File: config.mk
export PLATFORM = sky130hd
export DESIGN_NAME = smrc_top
export DESIGN_NICKNAME = d
export VERILOG_FILES = /design/src/smrc_pkg.sv /design/src/smrc_sync.sv /design/src/smrc_timer.sv /design/src/smrc_top.sv
export SDC_FILE = /design/constraint.sdc
export NUM_CORES = 1
export LEC_CHECK = 0
export ABC_AREA = 1
export BUFFER_PORTS_ARGS = -buffer_cell sky130_fd_sc_hd__buf_4
export CELL_PAD_IN_SITES_DETAIL_PLACEMENT = 1
export CELL_PAD_IN_SITES_GLOBAL_PLACEMENT = 2
export CORE_MARGIN = 2
export CORE_UTILIZATION = 30
export CTS_BUF_LIST = sky130_fd_sc_hd__clkbuf_4
export DETAILED_ROUTE_END_ITERATION = 7
export PLACE_DENSITY_LB_ADDON = 0.1
export SYNTH_ARGS = -nofsm -noshare
export SYNTH_HDL_FRONTEND = slang
export SYNTH_SLANG_ARGS = --single-unit
File: constraint.sdc
create_clock -name sys_clk_in -period 1.76 [get_ports sys_clk_in]
set_input_delay 0.176 -clock sys_clk_in [delete_from_list [all_inputs] [get_ports sys_clk_in]]
set_output_delay 0.176 -clock sys_clk_in [all_outputs]
set_load 0.05 [all_outputs]
File: src/smrc_pkg.sv
// Shared constants for the supply monitor reset control block
package smrc_pkg;

  ////////////////////////////////////////////////////////////////////////////
  // Timing
  localparam int unsigned CLK_HZ        = 20_000_000;   // System clock rate
  localparam int unsigned TIMEOUT_MS    = 100;          // Monitor timeout
  localparam int unsigned TIMEOUT_CYC   = CLK_HZ / 1000 * TIMEOUT_MS;
  localparam int unsigned CNT_W         = 21;           // Holds TIMEOUT_CYC
  localparam logic [20:0] SHORT_CYC     = 21'h000010;   // Non-power resets
  localparam logic [3:0]  PIN_SETTLE    = 4'h8;         // Pin echo blanking

  ////////////////////////////////////////////////////////////////////////////
  // Reset source register layout
  localparam int unsigned SRC_W         = 8;
  localparam int unsigned POR_FLAG_BIT  = 1;
  localparam logic [7:0]  SRC_RESET     = 8'h00;

  ////////////////////////////////////////////////////////////////////////////
  // Start address after any reset
  localparam logic [15:0] BOOT_VECTOR   = 16'h0000;

  ////////////////////////////////////////////////////////////////////////////
  // Synchronised input lanes
  localparam int unsigned NUM_SYNC      = 3;
  localparam int unsigned LANE_SUPPLY   = 0;
  localparam int unsigned LANE_MON_EN   = 1;
  localparam int unsigned LANE_PIN      = 2;

  ////////////////////////////////////////////////////////////////////////////
  // Sequencer states
  typedef enum logic [2:0] {
    ST_HOLD    = 3'b000,   // Waiting for supply above threshold
    ST_TIMEOUT = 3'b001,   // Long monitor timeout running
    ST_SHORT   = 3'b010,   // Brief reset for other causes
    ST_RUN     = 3'b011    // Reset released
  } smrc_state_t;

  // Cause of the most recent reset
  typedef enum logic [1:0] {
    CAUSE_POWER_ON = 2'b00,
    CAUSE_FAIL     = 2'b01,
    CAUSE_SOFT     = 2'b10,
    CAUSE_OTHER    = 2'b11
  } smrc_cause_t;

endpackage : smrc_pkg

File: src/smrc_sync.sv
// Three-stage input synchroniser with agreement filter
`timescale 1ns/1ps
module smrc_sync #(
  parameter logic RESET_VAL = 1'b0          // Value held under reset
) (
  input  wire logic sys_clk_in,             // System clock
  input  wire logic rst_b_in,               // Async reset, active low
  input  wire logic async_in,               // Raw outside level
  output logic      level_out               // Filtered level
);

  logic s1_r;
  logic s2_r;
  logic s3_r;

  // Shift chain; first stage feeds only the second
  always_ff @(posedge sys_clk_in or negedge rst_b_in) begin
    if (!rst_b_in) begin
      s1_r <= RESET_VAL;
      s2_r <= RESET_VAL;
      s3_r <= RESET_VAL;
    end else begin
      s1_r <= async_in;
      s2_r <= s1_r;
      s3_r <= s2_r;
    end
  end

  // Accept a change once stages two and three agree
  always_ff @(posedge sys_clk_in or negedge rst_b_in) begin
    if (!rst_b_in) begin
      level_out <= RESET_VAL;
    end else if (s2_r == s3_r) begin
      level_out <= s3_r;
    end
  end

endmodule : smrc_sync

File: src/smrc_timer.sv
// Reset timeout counter with restart and terminal compare
`timescale 1ns/1ps
module smrc_timer (
  input  wire logic                      sys_clk_in,  // System clock
  input  wire logic                      rst_b_in,    // Async reset
  input  wire logic                      clear_in,    // Restart count
  input  wire logic [smrc_pkg::CNT_W-1:0] term_in,    // Cycles to count
  output logic                           done_out     // Count reached
);

  logic [smrc_pkg::CNT_W-1:0] count_r;

  // Count up until the terminal value, then hold done
  always_ff @(posedge sys_clk_in or negedge rst_b_in) begin
    if (!rst_b_in) begin
      count_r  <= '0;
      done_out <= 1'b0;
    end else if (clear_in) begin
      count_r  <= '0;
      done_out <= 1'b0;
    end else if (!done_out) begin
      if (count_r == term_in - 1'b1) begin
        done_out <= 1'b1;
      end else begin
        count_r <= count_r + 1'b1;
      end
    end
  end

endmodule : smrc_timer

File: src/smrc_top.sv
// Supply monitor reset sequencer and power-on flag
`timescale 1ns/1ps
module smrc_top #(
  parameter int unsigned TIMEOUT_CYC = smrc_pkg::TIMEOUT_CYC, // Long hold
  parameter bit          HAS_MON_EN  = 1'b1   // Variant with enable pin
) (
  input  wire logic        sys_clk_in,         // System clock, 20 MHz
  input  wire logic        rst_b_in,           // Power-on reset, low
  input  wire logic        supply_good_in,     // Comparator, above thresh
  input  wire logic        monitor_enable_input_in, // Monitor enable pin
  input  wire logic        rst_pin_in,         // Reset pin level
  input  wire logic        other_reset_in,     // Internal reset request
  input  wire logic        src_wr_in,          // Source register write
  input  wire logic [7:0]  src_wdata_in,       // Source write data
  output logic             rst_pin_out,        // Reset pin drive value
  output logic             rst_pin_oe_out,     // Reset pin drive enable
  output logic             sys_rst_b_out,      // Core reset, active low
  output logic [7:0]       reset_source_register_out, // Source flags
  output logic [15:0]      boot_vector_out,    // Start address
  output logic [1:0]       reset_cause_out,    // Last reset cause
  output logic             monitor_active_out  // Monitoring in force
);

  ////////////////////////////////////////////////////////////////////////////
  // Declarations

  localparam logic [smrc_pkg::CNT_W-1:0] LONG_TERM =
    smrc_pkg::CNT_W'(TIMEOUT_CYC);

  logic [smrc_pkg::NUM_SYNC-1:0] raw_lanes;
  logic [smrc_pkg::NUM_SYNC-1:0] sync_lanes;

  logic                          supply_ok;
  logic                          mon_en_sync;
  logic                          pin_low;
  logic                          mon_active;
  logic                          supply_fail;
  logic                          soft_force;
  logic                          pin_reset;
  logic                          timer_clear;
  logic                          timer_done;
  logic [smrc_pkg::CNT_W-1:0]    timer_term;
  logic                          exit_strobe;

  // Sequencer state and the cause it serves
  smrc_pkg::smrc_state_t         state_r;
  smrc_pkg::smrc_state_t         state_nxt;
  smrc_pkg::smrc_cause_t         cause_r;
  smrc_pkg::smrc_cause_t         cause_nxt;
  logic                          por_kind_r;
  logic                          por_kind_nxt;
  logic                          por_flag_r;
  logic [3:0]                    settle_r;

  ////////////////////////////////////////////////////////////////////////////
  // Input synchronisers for pins from outside the clock domain

  assign raw_lanes[smrc_pkg::LANE_SUPPLY] = supply_good_in;
  assign raw_lanes[smrc_pkg::LANE_MON_EN] = monitor_enable_input_in;
  assign raw_lanes[smrc_pkg::LANE_PIN]    = rst_pin_in;

  // One filtered synchroniser per lane
  generate
    for (genvar i = 0; i < smrc_pkg::NUM_SYNC; i++) begin : g_sync
      smrc_sync #(
        .RESET_VAL (i != smrc_pkg::LANE_SUPPLY)
      ) u_sync (
        .sys_clk_in (sys_clk_in),
        .rst_b_in   (rst_b_in),
        .async_in   (raw_lanes[i]),
        .level_out  (sync_lanes[i])
      );
    end
  endgenerate

  assign supply_ok   = sync_lanes[smrc_pkg::LANE_SUPPLY];
  assign mon_en_sync = sync_lanes[smrc_pkg::LANE_MON_EN];
  assign pin_low     = ~sync_lanes[smrc_pkg::LANE_PIN];

  ////////////////////////////////////////////////////////////////////////////
  // Monitor enable and failure detection

  // Variant without the pin ignores it and keeps monitoring on
  assign mon_active  = HAS_MON_EN ? mon_en_sync : 1'b1;

  // Supply below threshold while monitoring
  assign supply_fail = mon_active & ~supply_ok;

  // Software writes one to the power-on flag bit
  assign soft_force  = src_wr_in &
                       src_wdata_in[smrc_pkg::POR_FLAG_BIT];

  // Outside party pulls the reset pin, once our own echo has settled
  assign pin_reset   = pin_low & (settle_r == 4'h0);

  ////////////////////////////////////////////////////////////////////////////
  // Timeout counter

  // Restart whenever not counting or the supply drops away
  assign timer_clear = ((state_r != smrc_pkg::ST_TIMEOUT) &&
                        (state_r != smrc_pkg::ST_SHORT)) ||
                       !supply_ok;

  // Long timeout for power resets, short hold for the rest
  assign timer_term  = (state_r == smrc_pkg::ST_SHORT) ?
                       smrc_pkg::SHORT_CYC : LONG_TERM;

  smrc_timer u_timer (
    .sys_clk_in (sys_clk_in),
    .rst_b_in   (rst_b_in),
    .clear_in   (timer_clear),
    .term_in    (timer_term),
    .done_out   (timer_done)
  );

  ////////////////////////////////////////////////////////////////////////////
  // Sequencer next state

  always_comb begin
    state_nxt    = state_r;
    cause_nxt    = cause_r;
    por_kind_nxt = por_kind_r;
    unique case (state_r)
      // Wait for the supply regardless of monitor enable
      smrc_pkg::ST_HOLD: begin
        if (supply_ok) begin
          state_nxt = smrc_pkg::ST_TIMEOUT;
        end
      end
      // Long timeout, restarted if the supply drops
      smrc_pkg::ST_TIMEOUT: begin
        if (!supply_ok) begin
          state_nxt = smrc_pkg::ST_HOLD;
        end else if (timer_done) begin
          state_nxt = smrc_pkg::ST_RUN;
        end
      end
      // Brief hold for internal or pin resets
      smrc_pkg::ST_SHORT: begin
        if (supply_fail) begin
          state_nxt    = smrc_pkg::ST_HOLD;
          cause_nxt    = smrc_pkg::CAUSE_FAIL;
          por_kind_nxt = 1'b1;
        end else if (timer_done) begin
          state_nxt = smrc_pkg::ST_RUN;
        end
      end
      // Running; supply loss outranks software and other resets
      smrc_pkg::ST_RUN: begin
        if (supply_fail) begin
          // Supply failure: the flag and the reset cause both report it
          state_nxt    = smrc_pkg::ST_HOLD;
          cause_nxt    = smrc_pkg::CAUSE_FAIL;
          por_kind_nxt = 1'b1;
        end else if (soft_force) begin
          state_nxt    = smrc_pkg::ST_HOLD;
          cause_nxt    = smrc_pkg::CAUSE_SOFT;
          por_kind_nxt = 1'b1;
        end else if (other_reset_in || pin_reset) begin
          state_nxt    = smrc_pkg::ST_SHORT;
          cause_nxt    = smrc_pkg::CAUSE_OTHER;
          por_kind_nxt = 1'b0;
        end
      end
      default: begin
        // Illegal codes fall back to a cold hold
        state_nxt    = smrc_pkg::ST_HOLD;
        por_kind_nxt = 1'b1;
      end
    endcase
  end

  ////////////////////////////////////////////////////////////////////////////
  // Sequencer state registers

  // Current sequencer state
  always_ff @(posedge sys_clk_in or negedge rst_b_in) begin
    if (!rst_b_in) begin
      state_r <= smrc_pkg::ST_HOLD;
    end else begin
      state_r <= state_nxt;
    end
  end

  // Cause being served; power-on after a cold start
  always_ff @(posedge sys_clk_in or negedge rst_b_in) begin
    if (!rst_b_in) begin
      cause_r <= smrc_pkg::CAUSE_POWER_ON;
    end else begin
      cause_r <= cause_nxt;
    end
  end

  // Whether the pending exit counts as a power kind
  always_ff @(posedge sys_clk_in or negedge rst_b_in) begin
    if (!rst_b_in) begin
      por_kind_r <= 1'b1;
    end else begin
      por_kind_r <= por_kind_nxt;
    end
  end

  ////////////////////////////////////////////////////////////////////////////
  // Power-on flag

  // Edge on which reset is left for the running state
  assign exit_strobe = (state_r != smrc_pkg::ST_RUN) &&
                       (state_nxt == smrc_pkg::ST_RUN);

  // Updated only as reset is left: set for power kinds, else cleared
  always_ff @(posedge sys_clk_in or negedge rst_b_in) begin
    if (!rst_b_in) begin
      por_flag_r <= 1'b0;
    end else if (exit_strobe) begin
      por_flag_r <= por_kind_r;
    end
  end

  // Register view: flag at its bit, other cause bits read zero
  always_ff @(posedge sys_clk_in or negedge rst_b_in) begin
    if (!rst_b_in) begin
      reset_source_register_out <= smrc_pkg::SRC_RESET;
    end else begin
      reset_source_register_out <= smrc_pkg::SRC_RESET;
      reset_source_register_out[smrc_pkg::POR_FLAG_BIT] <=
        exit_strobe ? por_kind_r : por_flag_r;
    end
  end

  ////////////////////////////////////////////////////////////////////////////
  // Reset outputs

  // Core reset follows the next state
  always_ff @(posedge sys_clk_in or negedge rst_b_in) begin
    if (!rst_b_in) begin
      sys_rst_b_out <= 1'b0;
    end else begin
      sys_rst_b_out <= (state_nxt == smrc_pkg::ST_RUN);
    end
  end

  // Open-drain pin: value fixed low, enable carries the reset
  always_ff @(posedge sys_clk_in or negedge rst_b_in) begin
    if (!rst_b_in) begin
      rst_pin_out    <= 1'b0;
      rst_pin_oe_out <= 1'b1;
    end else begin
      rst_pin_out    <= 1'b0;
      rst_pin_oe_out <= (state_nxt != smrc_pkg::ST_RUN);
    end
  end

  // Blank the pin input while our own drive fades after release
  always_ff @(posedge sys_clk_in or negedge rst_b_in) begin
    if (!rst_b_in) begin
      settle_r <= smrc_pkg::PIN_SETTLE;
    end else if (state_r != smrc_pkg::ST_RUN) begin
      settle_r <= smrc_pkg::PIN_SETTLE;
    end else if (settle_r != 4'h0) begin
      settle_r <= settle_r - 4'h1;
    end
  end

  // Start address is the same for every cause
  always_ff @(posedge sys_clk_in or negedge rst_b_in) begin
    if (!rst_b_in) begin
      boot_vector_out <= smrc_pkg::BOOT_VECTOR;
    end else begin
      boot_vector_out <= smrc_pkg::BOOT_VECTOR;
    end
  end

  // Status: cause of the most recent reset
  always_ff @(posedge sys_clk_in or negedge rst_b_in) begin
    if (!rst_b_in) begin
      reset_cause_out <= 2'h0;
    end else begin
      reset_cause_out <= cause_nxt;
    end
  end

  // Status: monitoring in force
  always_ff @(posedge sys_clk_in or negedge rst_b_in) begin
    if (!rst_b_in) begin
      monitor_active_out <= 1'b0;
    end else begin
      monitor_active_out <= mon_active;
    end
  end

endmodule : smrc_top

# Word level (Yosys, flattened, before mapping)
# Index checks and enable logic that the tools add are counted.
[word_totals] inputBits=15 wordCells=89 ff_bits=48
[op_classes] reduce_logical=14 n_addsub=3 n_bitwise=6 muxes=28 n_eq_ne=16
[op_table] op="2-to-1 mux 21 bit" count=4
[op_table] op="adder 21 x 1 -> 21 bit (second input constant)" count=1
[op_table] op="equality test 21 bit" count=1
[op_table] op="2-to-1 mux 3 bit" count=7
[op_table] op="subtractor 21 x 1 -> 21 bit (second input constant)" count=1
[op_table] op="one-hot mux 3 bit (4 select lines)" count=1
[op_table] op="equality test 3 x 2 -> 1 bit (second input constant)" count=3
[op_table] op="inequality test 3 x 2 -> 1 bit (second input constant)" count=3
[op_table] op="2-to-1 mux 1 bit" count=8
[op_table] op="2-to-1 mux 2 bit" count=4
[op_table] op="2-to-1 mux 4 bit" count=2
[op_table] op="inequality test 2 bit (second input constant)" count=3
[op_table] op="AND reduction 3 bit" count=2
[op_table] op="zero test 4 bit" count=1
[op_table] op="inequality test 4 bit (second input constant)" count=1
[op_table] op="one-hot mux 2 bit (2 select lines)" count=1
[op_table] op="nonzero test 2 bit" count=2
[op_table] op="nonzero test 4 bit" count=1
[op_table] op="subtractor 4 x 1 -> 4 bit (second input constant)" count=1
[op_table] op="AND 1 bit" count=3
[op_table] op="equality test 1 bit" count=3
[op_table] op="equality test 3 x 1 -> 1 bit (second input constant)" count=1
[op_table] op="zero test 3 bit" count=1
[op_table] op="inequality test 3 x 1 -> 1 bit (second input constant)" count=1
[op_table] op="7 further kinds" count=11

# Logic depth before layout (Yosys ltp)
# Gate-level depths: netlist of run 1.
[logic_depth] word_depth=10 mapped_depth=10

# Cells and area by module
# A second synthesis of run 1 with hierarchy kept.
[hier_totals] hier_cells=515 area_unflattened_um2=3636.0
[by_module_without_submodules] mod="smrc_timer" instances=1 area_per_inst_um2=2408.6 cells_each=386 seq_area_each_um2=550.5
[by_module_without_submodules] mod="smrc_top" instances=1 area_per_inst_um2=868.3 cells_each=105 seq_area_each_um2=354.1
[by_module_without_submodules] mod="smrc_sync (g_sync[1].u_sync ...)" instances=2 area_per_inst_um2=121.4 cells_each=8 seq_area_each_um2=105.1
[by_module_without_submodules] mod="smrc_sync (g_sync[0].u_sync)" instances=1 area_per_inst_um2=116.4 cells_each=8 seq_area_each_um2=100.1

# Least setup slack after synthesis of run 1
# No wires, ideal clock.
[synth_path] path_kind="reg2reg" from="register u_timer.count_r[0] in the netlist's numbering" to="register u_timer.count_r[10] in the netlist's numbering" path_slack_ps=115 arrival_ps=1527 period_less_slack_ps=1645 stages_incl_launch_ff=8 path_cell_list="dfrtp_1 ha_1 nand3_2 nor3_2 nand3_2 clkbuf_1 nand4_1 nand2_1"
[synth_between] elab_chain_len=4 elab_cells_between_ends=7 cone_classes="add/sub: 1; eq/ne: 2; mux: 3; reduce/logical: 1"
[synth_rtl] element="start, declared" line_no="smrc_timer.sv:11" source="logic [smrc_pkg::CNT_W-1:0] count_r;"
[synth_rtl] element="start signal, assigned" line_no="smrc_timer.sv:25" source="count_r <= count_r + 1'b1;"
[synth_rtl] element="adder 21 x 1 -> 21 bit" line_no="smrc_timer.sv:25"
[synth_rtl] element="2-to-1 mux 21 bit" line_no="smrc_timer.sv:22" source="if (count_r == term_in - 1'b1) begin"
[synth_rtl] element="2-to-1 mux 21 bit" line_no="smrc_timer.sv:21" source="end else if (!done_out) begin"
[synth_rtl] element="2-to-1 mux 21 bit" line_no="smrc_timer.sv:18" source="end else if (clear_in) begin"
# Several ways; a longest one is shown, not always the timed one. The select of a mux whose other input is x is not followed.
# A chain may end at the register's enable or synchronous reset.

# Worst setup path in the final report of run 1
[layout_path] from="register u_timer.count_r[1] in the netlist's numbering" to="register u_timer.count_r[17] in the netlist's numbering"
# The elaborated chain is that of the path after synthesis.

==> results of run 1 <==
## layout by cell type, fill, tap and decap left out, drive strengths merged, types with 3 or more instances in the layout
cell type      n
nand2        102
nor2          48
nand3         40
inv           39
dfrtp         37
buf           29
conb          25
nand4         22
dfstp         11
xor2          10
o21ai          6
clkbuf         5
dlygate4sd3    4
maj3           3
xnor2          3
## through the flow
step | std cells | worst slack, ps | hold WS (ps)
after detailed placement | 495 | 115 | 259
after CTS | 507 | 76.6 | 85.7
after floorplan | 389 | 115 | -120
after global placement | 495 | 107 | 246
final | 508 | 123 | 113
after global routing | 508 | 11.7 | 96.4
## worst max-delay path by stage
stage / endpoint / slack, ps / cells after the start
floorplan: u_timer.count_r[10] / 120 / 7
global placement: reset_cause_out[0] / 110 / 7
detailed placement: reset_cause_out[0] / 110 / 7
CTS: reset_cause_out[0] / 80 / 7
global route: reset_source_register_out[1] / 10 / 10
finish: u_timer.count_r[17] / 120 / 8
## layout make-up
type / count / area share
multi-input cells: 269 / 0.405
flip-flops and latches: 48 / 0.387
repair buffers: 33 / 0.0832
inverters: 39 / 0.0466
well taps: 111 / 0.0442
clock inverters: 3 / 0.0219
clock buffers: 5 / 0.0119
## metal layers
| metal | vias up | track usage | part of all wire |
|---|---|---|---|
| met2 | 38 | 0.225 | 0.44 |
| met5 | - | 0 | 0 |
| met1 | 1131 | 0.224 | 0.52 |
| met4 | 0 | 0.0316 | 0.0076 |
| met3 | 4 | 0.0230 | 0.033 |
| li1 | 1171 | - | - |
## state kept, by name, indices dropped and copies added, names as in the netlist, 2 cells and up
register                 cells
g_sync.u_sync.level_out      3
g_sync.u_sync.s1_r           3
g_sync.u_sync.s2_r           3
g_sync.u_sync.s3_r           3
reset_cause_out              2
settle_r                     4
state_r                      3
u_timer.count_r             21
## cell families (layout without fill, tap and decap cells)
group | after synthesis | in the layout | share of synthesized area
flops | 48 | 48 | 0.438
compound gates | 11 | 11 | 0.0235
buf+inv | 72 | 80 | 0.138
fa+ha+maj | 5 | 5 | 0.0198
simple gates | 215 | 215 | 0.339
xor+xnor | 13 | 13 | 0.0410
other cells | 1 | 25 | 0.00135
## timing repair
| action | CTS | global route |
|---|---|---|
| hold endpoints to repair | 40 | 0 |
| resized for setup | 0 | 4 |
| endpoints found under the setup margin | 0 | 13 |
| hold buffers | 4 | 0 |
| buffers inserted | 0 | 1 |
## tightest hold or removal path, delay by kind of cell
kind                   cells  cell delay [ps]
and+or+nand+nor            3              200
buffers and inverters      1               70
## power breakdown
group | leakage [nW] | switching, mW | total (mW) | internal (mW)
Sequential | 0.612 | 0.0187 | 1.16 | 1.14
Combinational | 0.937 | 0.197 | 0.240 | 0.0434
Clock | 0.0558 | 0.410 | 0.858 | 0.448
==> run summary, run 1 <==
Status: complete, no violations
Syn Inst Count: 365
Multi-input gate area: 1270 sq um
Die extent in x: 100 microns
Clk sink count: 48
Crit end category: register
Final hold violations: 0
Largest net degree at the start of global routing: 49
Critical path data arrival time: 1950 ps
RR Startpoint: u_timer.count_r[1]
CP peak stage delay: 400 ps
Crit Path Category: register to register
Synth Warn #: 0
Hold Path Sink: reset_cause_out[0]
# rows: 35
Vias in the first global route: 2,282
R2r setup slk: 120 ps
Cell taking the most area after synthesis: dfrtp_1
Worst Hold Class: input pin to register
Leak pwr: 1.60 nW
CTS tree: built
Initial antenna violation count: 0
Hold Path Stages: 4
Post-route cell area: 3140 sq um
Port Buffers: 13
Data required, critical path: 2070 ps
Ratio of cells with drive above 1 in the final layout: 0.149
CP dominant cell by count: nand3_2
Grt total ovfl: 0
Reg2Reg Depth: 8
Fin util: 0.345
Worst-Skew Late Latency: 380 ps
Detailed Routing Iterations Pass 1: 4
Hold Crit Start: src_wdata_in[1]
RSZ-0062 raised after global routing: no
Min cycle time layout: 1640 ps
DP Wirelength: 5220 microns
Drt total wl: 6970 microns
Mapped Area: 2770 sq um
Ordered list of cells on the worst path: ha_1 > nand3_2 > nor3_2 > nand3_2 > nand2_2 > buf_4 > nand3_1 > nand2_1
Worst path slowest cell: dfrtp_1
Period utilization: 0.930
Area share of the largest cell type after synthesis: 0.334
Worst-path clk slew: 170 ps
Slew Viols, Final: 0
Worst-Margin Slew: 622 ps
Die Y-Extent: 100 microns
VDD IR max: 0.000316 V
Count leader, synth: nand2_1
Top_reg_cell synth: dfrtp_1
Crit start category: register
Sequential area share after synthesis: 0.438
Crit. Startpoint: u_timer.count_r[1]
Vias per cell: 4.61
Synth cell types: 29
Seq. cell area: 1220 sq um
Antenna fix cells: 0
CP Max Fanout: 9
Rel. slew slack: 0.585
Total Neg Setup Slack: 0 ps
Max-Cap Viols: 0
DR WL/cell: 13.7 microns
CTS Buf Count: 5
Layout fillers: 1,177
Top Family by Delay on Critical Path: simple AND/OR/NAND/NOR gates
First-pass GRT wire length: 11,800 microns
Reg2reg end: u_timer.count_r[17]
EDFF count, synth: 0
CTS Root Cell: clkbuf_4
Initial core utilization: 0.305
Via Count: 2,344
Crit path buffers/inverters: 1
Placed Instance Area: 2980 sq um
All-Layer GR Usage: 0.149
Synth top area cells: dfrtp_1 33%, nand2_1 14%, dfstp_2 10%, nand3_1 6.9%, buf_4 6.8%
Core footprint: 9110 sq um
Drc violations: 0
Max Freq: 611 MHz
Most frequent cells after synthesis: 101 x nand2_1, 46 x nor2_1, 38 x nand3_1, 37 x dfrtp_1, 37 x inv_1
Fraction of registers with async set/reset: 1.00
Pwr Density: 720 nW/um^2
Area of the die: 10,000 sq um
H-Tree Depth: 2
Final setup fails: 0
Gpl congestion: 0.759
Clock Tree Buf Depth: 2
Clock Skews: 20.6 ps
Tot Pwr: 2.26 mW
Syn avg cell area: 7.60 sq um
Routed Antenna Nets: 0
Num ports: 45
Seq cells post-synth: 48
P&R area growth vs syn: 13.3%
Final #Nets: 413
Initial DRC count: 88
Power figures use the tool's default switching activity.
==> run 2: changes to the inputs <==
--- a/config.mk
+++ b/config.mk
@@ -10,10 +10,11 @@
 export CELL_PAD_IN_SITES_DETAIL_PLACEMENT = 1
 export CELL_PAD_IN_SITES_GLOBAL_PLACEMENT = 2
 export CORE_MARGIN = 2
-export CORE_UTILIZATION = 30
+export CORE_UTILIZATION = 36
 export CTS_BUF_LIST = sky130_fd_sc_hd__clkbuf_4
 export DETAILED_ROUTE_END_ITERATION = 7
 export PLACE_DENSITY_LB_ADDON = 0.1
+export SKIP_CTS_REPAIR_TIMING = 1
 export SYNTH_ARGS = -nofsm -noshare
 export SYNTH_HDL_FRONTEND = slang
 export SYNTH_SLANG_ARGS = --single-unit
==> constraint.sdc (replaced) <==
create_clock -name sys_clk_in -period 2 [get_ports sys_clk_in]
set_input_delay 0.2 -clock sys_clk_in [delete_from_list [all_inputs] [get_ports sys_clk_in]]
set_output_delay 0.2 -clock sys_clk_in [all_outputs]
set_load 0.05 [all_outputs]
==> run 2 against run 1 <==
Count of clock-buffer cells in the layout unchanged. Critical endpoint is now u_timer.count_r[3]. Fmax decreased by 9.2%. Via count decreased by 2.3%. Die area decreased by 16%. Utilization increased by 5.5 points. Highest routed layer unchanged. Largest cell class unchanged. Routed wire length decreased by 4.9%. Non-clock buffer count decreased by 9. Register-to-register slack improved by 70 ps. Worst setup slack improved by 74 ps. Clock skew decreased by 10 ps.
==> run summary, run 2 (synthesis gave the netlist of run 1 again) <==
Status: complete, no violations
Vias in the first global route: 2,328 (+2.0%)
Crit Path Category: register to register
Port Buffers: 13 (unchanged)
Grt total ovfl: 0 (unchanged)
Data required, critical path: 2330 ps (+260 ps)
Via Count: 2,289 (-2.3%)
# rows: 32 (-8.6%)
Clock power frac: 0.340 (-0.040)
Comb pwr share: 0.113 (+0.007)
Leak pwr: 1.56 nW (-3.1%)
Hold Path Stages: 4 (unchanged)
Hold Path Sink: reset_cause_out[0]
P&R area growth vs syn: 9.74%
Largest net degree at the start of global routing: 49 (unchanged)
Die Y-Extent: 91.8 microns (-8.4%)
CTS Buf Count: 5 (unchanged)
Initial DRC count: 94 (+6.8%)
Commonest cells after routing, fill and taps aside: 101 x nand2_1, 46 x nor2_1, 38 x nand3_1
Rel. slew slack: 0.586 (+0.000739)
Net Sw Frac: 0.298 (+0.0208)
R2r setup slk: 200 ps (+70 ps)
All-Layer GR Usage: 0.173 (+0.0246)
Max reg flops: 21 (unchanged)
Tot Pwr: 1.87 mW (-17%)
CTS tree: built
Ratio of cells with drive above 1 in the final layout: 0.121 (-0.0275)
Period utilization: 0.902 (-0.0285)
Initial core utilization: 0.365 (+0.0601)
VDD IR max: 0.000258 V (-18%)
Gpl congestion: 0.759 (about the same)
Max Freq: 554 MHz (-9.2%)
Initial antenna violation count: 0 (unchanged)
Worst Hold Class: input pin to register
Hold Crit Start: src_wdata_in[1]
RR Startpoint: u_timer.count_r[1]
Slew Viols, Final: 0 (unchanged)
Biggest register: u_timer.count_r
CTS Root Cell: clkbuf_4
Min cycle time layout: 1800 ps (+166 ps)
Critical path data arrival time: 2130 ps (+180 ps)
First-pass GRT wire length: 11,700 microns (-0.94%)
Sequential share of power: 0.547 (+0.033)
Die extent in x: 91.8 microns (-8.4%)
Routed Antenna Nets: 0 (unchanged)
Biggest regs: u_timer.count_r: 21 flops, settle_r: 4 flops
Drt total wl: 6630 microns (-4.9%)
Reg2reg end: u_timer.count_r[3]
Drc violations: 0 (unchanged)
Worst-path clk slew: 160 ps (about the same)
DP Wirelength: 4870 microns (-6.8%)
Max-Cap Viols: 0 (unchanged)
Clk sink count: 48 (unchanged)
Total Neg Setup Slack: 0 ps (unchanged)
Vias per cell: 4.67 (+1.2%)
Pwr Density: 614 nW/um^2 (-15%)
Clock Tree Buf Depth: 2 (unchanged)
RSZ-0062 raised after global routing: no
Worst-Margin Slew: 621 ps (-1.11 ps)
Reg2Reg Depth: 8 (unchanged)
Net Sw Power: 0.556 mW (-11%)
H-Tree Depth: 2 (unchanged)
Crit end category: register
Worst-Skew Late Latency: 380 ps (about the same)
Final setup fails: 0 (unchanged)
Area of the die: 8420 sq um (-16%)
Final #Nets: 404 (-2.2%)
Commonest non-fill, non-tap cell in the layout: nand2_1
Num ports: 45 (unchanged)
CP Max Fanout: 15 (+6)
P_int: 1.31 mW (-20%)
Core footprint: 7610 sq um (-16%)
DR WL/cell: 13.5 microns (-1.4%)
Clock Skews: 10.4 ps (-10.3 ps)
Crit start category: register
Antenna fix cells: 0 (unchanged)
Detailed Routing Iterations Pass 1: 4 (unchanged)
Final hold violations: 0 (unchanged)
[run 2: cell types whose count changed in the layout (fill, tap and decap cells not counted), sizes merged]
cell	before	now
inv	39	38
buf	29	20
clkinv	1	3
bufinv	2	1
[run 2: metrics by stage]
step | instances | util | worst slack [ps] | cell area [sq um] | hold WS [ps]
floorplan | 389 | - | 355 | 2860 | -95.6
global placement | 478 | 0.384 | 195 | 2920 | 255
detailed placement | 478 | 0.384 | 193 | 2920 | 265
CTS | 486 | 0.395 | 173 | 3000 | -180
global route | 490 | 0.400 | 10.2 | 3040 | 120
finish | 490 | 0.400 | 197 | 3040 | 123
[run 2: layout make-up]
cell class	count	area [sq um]
fillers	951	4560
multi-input cells	269	1270
flip-flops and latches	48	1210
repair buffers	24	203
inverters	39	146
well taps	102	128
clock inverters	3	47.5
clock buffers	5	37.5
[run 2: worst max-delay path by stage]
stage                       startpoint                   to  cells past startpoint
floorplan           u_timer.count_r[0]  u_timer.count_r[10]                      7
global placement    u_timer.count_r[1]  u_timer.count_r[18]                      8
detailed placement  u_timer.count_r[1]  u_timer.count_r[14]                      8
CTS                 u_timer.count_r[1]   u_timer.count_r[3]                      8
global route        u_timer.count_r[1]  u_timer.count_r[20]                      8
finish              u_timer.count_r[1]   u_timer.count_r[3]                      8
[run 2: power by group through the flow]
| stage | combinational, mW | clock [mW] | sequential (mW) |
|---|---|---|---|
| finish | 0.211 | 0.635 | 1.02 |
| global route | 0.226 | 0.696 | 1.03 |
| CTS | 0.207 | 0.663 | 1.02 |
| detailed placement | 0.207 | 0 | 1.04 |
| global placement | 0.204 | 0 | 1.04 |
| floorplan | 0.170 | 0 | 1.06 |
[run 2: critical path: stages, from the launching register on]
cell and delay (ps):
dfrtp_1 410, ha_1 310, nand3_2 170, nor3_2 250
nand3_2 110, nand2_2 180, buf_12 180, nand3_1 70
nand2_1 70
[run 2: routing by layer]
metal | part of all wire | vias up | wire length [microns] | GRT usage
met1 | 0.53 | 1097 | 3520 | 0.249
met5 | 0 | - | 0 | 0
met3 | 0.020 | 6 | 134 | 0.0296
met2 | 0.44 | 28 | 2900 | 0.273
met4 | 0.012 | 0 | 81 | 0.0410
li1 | - | 1158 | - | -
==> run 3: changes to the inputs <==
--- a/config.mk
+++ b/config.mk
@@ -5,12 +5,11 @@
 export SDC_FILE = /design/constraint.sdc
 export NUM_CORES = 1
 export LEC_CHECK = 0
-export ABC_AREA = 1
 export BUFFER_PORTS_ARGS = -buffer_cell sky130_fd_sc_hd__buf_4
 export CELL_PAD_IN_SITES_DETAIL_PLACEMENT = 1
 export CELL_PAD_IN_SITES_GLOBAL_PLACEMENT = 2
 export CORE_MARGIN = 2
-export CORE_UTILIZATION = 36
+export CORE_UTILIZATION = 39
 export CTS_BUF_LIST = sky130_fd_sc_hd__clkbuf_4
 export DETAILED_ROUTE_END_ITERATION = 7
 export PLACE_DENSITY_LB_ADDON = 0.1
==> run 3 against run 2 <==
Via count fell by 16%. Register-to-register slack got worse by 130 ps. Non-clock buffer count rose by 17. Worst setup slack got worse by 130 ps. Critical path depth fell by 2. Total power fell by 1.1%. Routed wire length fell by 12%. Clock skew rose by 2.4 ps. Critical endpoint unchanged. Largest cell class is now registers. Largest power group unchanged.
==> run summary, run 3 <==
EDFF count, synth: 0 (unchanged)
Port Buffers: 13 (unchanged)
Pwr Density: 635 nW/um^2 (+3.5%)
Area share of the largest cell type after synthesis: 0.368 (+0.0340)
Vias per cell: 5.24 (+12%)
Fin Hold WS: 240 ps (+117 ps)
Synth Warn #: 0 (unchanged)
Final #Nets: 308 (-24%)
CTS Root Cell: clkbuf_4
R2r setup slk: 70 ps (-130 ps)
Routed Antenna Nets: 0 (unchanged)
Critical path data arrival time: 2240 ps (+110 ps)
Initial core utilization: 0.399 (+0.0341)
Mapped Area: 2520 sq um (-9.2%)
Hold Path Stages: 4 (unchanged)
Drc violations: 0 (unchanged)
Vias in the first global route: 1,896 (-19%)
Crit start category: register
Tot Pwr: 1.85 mW (-1.1%)
Rel. slew slack: 0.593 (+0.00698)
H-Tree Depth: 2 (unchanged)
Detailed Routing Iterations Pass 1: 4 (unchanged)
# rows: 29 (-9.4%)
Biggest register: u_timer.count_r
Sequential area share after synthesis: 0.483 (+0.0446)
Clock Tree Buf Depth: 2 (unchanged)
Worst-path clk slew: 150 ps (about the same)
Max-Cap Viols: 0 (unchanged)
VDD IR max: 0.000371 V (+44%)
Die Y-Extent: 84.3 microns (-8.1%)
Count leader, synth: dfrtp_1
Met1 Usage GRT: 0.239 (-0.0108)
Syn avg cell area: 9.91 sq um (+30%)
CTS tree: built
Grt met2 use: 0.263 (-0.00932)
Placed Instance Area: 2720 sq um (-6.7%)
Gpl congestion: 0.806 (+6.2%)
Most frequent cells after synthesis: 37 x dfrtp_1, 27 x buf_4, 22 x nand2_1, 15 x a21oi_1, 13 x or4_1
Hold Crit Start: other_reset_in
Cell taking the most area after synthesis: dfrtp_1
Clk sink count: 48 (unchanged)
Hold Path Sink: por_kind_r
Largest net degree at the start of global routing: 49 (unchanged)
Commonest non-fill, non-tap cell in the layout: dfrtp_1
Top_reg_cell synth: dfrtp_1
Drt total wl: 5820 microns (-12%)
Clock Skews: 12.8 ps (+2.41 ps)
Post-route cell area: 2910 sq um (-4.4%)
RR Startpoint: state_r[2]
Worst-Skew Late Latency: 370 ps (about the same)
Pre-CTS setup slack: 86.4 ps (-106 ps)
Leak pwr: 1.27 nW (-18%)
Via Count: 1,934 (-16%)
CTS Buf Count: 5 (unchanged)
Fin util: 0.461 (+0.0606)
Synth cell types: 44 (+52%)
Crit end category: register
Multi-input gate area: 1150 sq um (-9.5%)
DP Wirelength: 4030 microns (-17%)
Reg2Reg Depth: 6 (-2)
Initial antenna violation count: 0 (unchanged)
CP Max Fanout: 10 (-5)
Final Non-Filler Cells: 369 (-25%)
Synth top area cells: dfrtp_1 37%, dfstp_2 11%, buf_4 8.1%, or4_1 3.9%, nand2_1 3.3%
Final WS setup: 65.8 ps (-131 ps)
Period utilization: 0.967 (+0.0654)
Initial DRC count: 84 (-11%)
GRT Max-Usage Layer: met2
Max reg flops: 21 (unchanged)
Die extent in x: 84.3 microns (-8.1%)
Area of the die: 7110 sq um (-16%)
Slew Viols, Final: 0 (unchanged)
Num ports: 45 (unchanged)
Syn Inst Count: 254 (-30%)
Biggest regs: u_timer.count_r: 21 flops, settle_r: 4 flops
Final setup fails: 0 (unchanged)
Min cycle time layout: 1930 ps (+131 ps)
Max Freq: 517 MHz (-6.8%)
Grt total ovfl: 0 (unchanged)
Total Neg Setup Slack: 0 ps (unchanged)
Layout fillers: 760 (-20%)
DR WL/cell: 15.8 microns (+17%)
First-pass GRT wire length: 9590 microns (-18%)
Worst Hold Class: input pin to register
Fraction of registers with async set/reset: 1.00 (unchanged)
Met3 Use GR: 0.0354 (+0.00582)
Worst-Margin Slew: 611 ps (-10.5 ps)
Commonest cells after routing, fill and taps aside: 37 x dfrtp_1, 33 x buf_4, 25 x conb_1
Ratio of cells with drive above 1 in the final layout: 0.229 (+0.108)
Crit Path Category: register to register
Seq. cell area: 1210 sq um (unchanged)
P&R area growth vs syn: 15.6%
Cells after DPL: 354 (-26%)
Seq cells post-synth: 48 (unchanged)
Final hold violations: 0 (unchanged)
Core footprint: 6310 sq um (-17%)
Status: complete, no violations
Antenna fix cells: 0 (unchanged)
Data required, critical path: 2310 ps (-20 ps)
Reg2reg end: u_timer.count_r[3]
All-Layer GR Usage: 0.170 (-0.00347)
==> run 3: cell count changes after synthesis, sizes merged, moves of 5 or more <==
cell | before | now
nor2 | 48 | 11
o31ai | 0 | 6
nand3 | 40 | 6
nand2 | 102 | 22
nor4 | 0 | 6
nor2b | 0 | 6
or4 | 0 | 13
inv | 38 | 7
a21oi | 2 | 15
nand2b | 0 | 10
o211ai | 2 | 7
nand4 | 22 | 8
xor2 | 10 | 1
==> run 3: worst max path at each step <==
stage                          start                  end  cells after the start
after global routing      state_r[2]   u_timer.count_r[5]                      6
after detailed placement  state_r[0]  u_timer.count_r[12]                      6
after CTS                 state_r[0]   u_timer.count_r[3]                      6
final                     state_r[2]   u_timer.count_r[3]                      6
after floorplan           state_r[1]   u_timer.count_r[3]                      7
after global placement    state_r[0]  u_timer.count_r[12]                      6
==> run 3: critical path, stage by stage, from the launching register on <==
cell and delay [ps]:
dfrtp_1 440, nor3b_4 270, nor4_2 70, o2111a_1 280, buf_4 170, or4_1 470, a21oi_1 160
==> run 3: layout make-up <==
| class | instances | share of cell area |
|---|---|---|
| Clock inverter | 3 | 0.0163 |
| Clock buffer | 5 | 0.0129 |
| Tap cell | 77 | 0.0331 |
| Sequential cell | 48 | 0.418 |
| Inverter | 7 | 0.00903 |
| Timing Repair Buffer | 41 | 0.117 |
| Multi-Input combinational cell | 188 | 0.394 |
==> run 3: logic make-up after synthesis <==
logic type	share of synthesized area
compound gates	0.117
xor+xnor	0.00696
fa+ha+maj	0.0219
buf+inv	0.109
flops	0.483
mux	0.0119
other cells	0.00149
simple gates	0.249
==> run 3: layer usage <==
metal	up-vias	wire length, microns	part of all wire
met1	955	2840	0.49
met5	-	0	0
li1	938	-	-
met4	0	82	0.014
met3	5	144	0.025
met2	36	2750	0.47
==> run 3: where the power goes <==
group / total, mW / internal (mW) / switching, mW
sequential: 1.02 / 1.00 / 0.0178
clock: 0.604 / 0.268 / 0.336
combinational: 0.223 / 0.0499 / 0.173
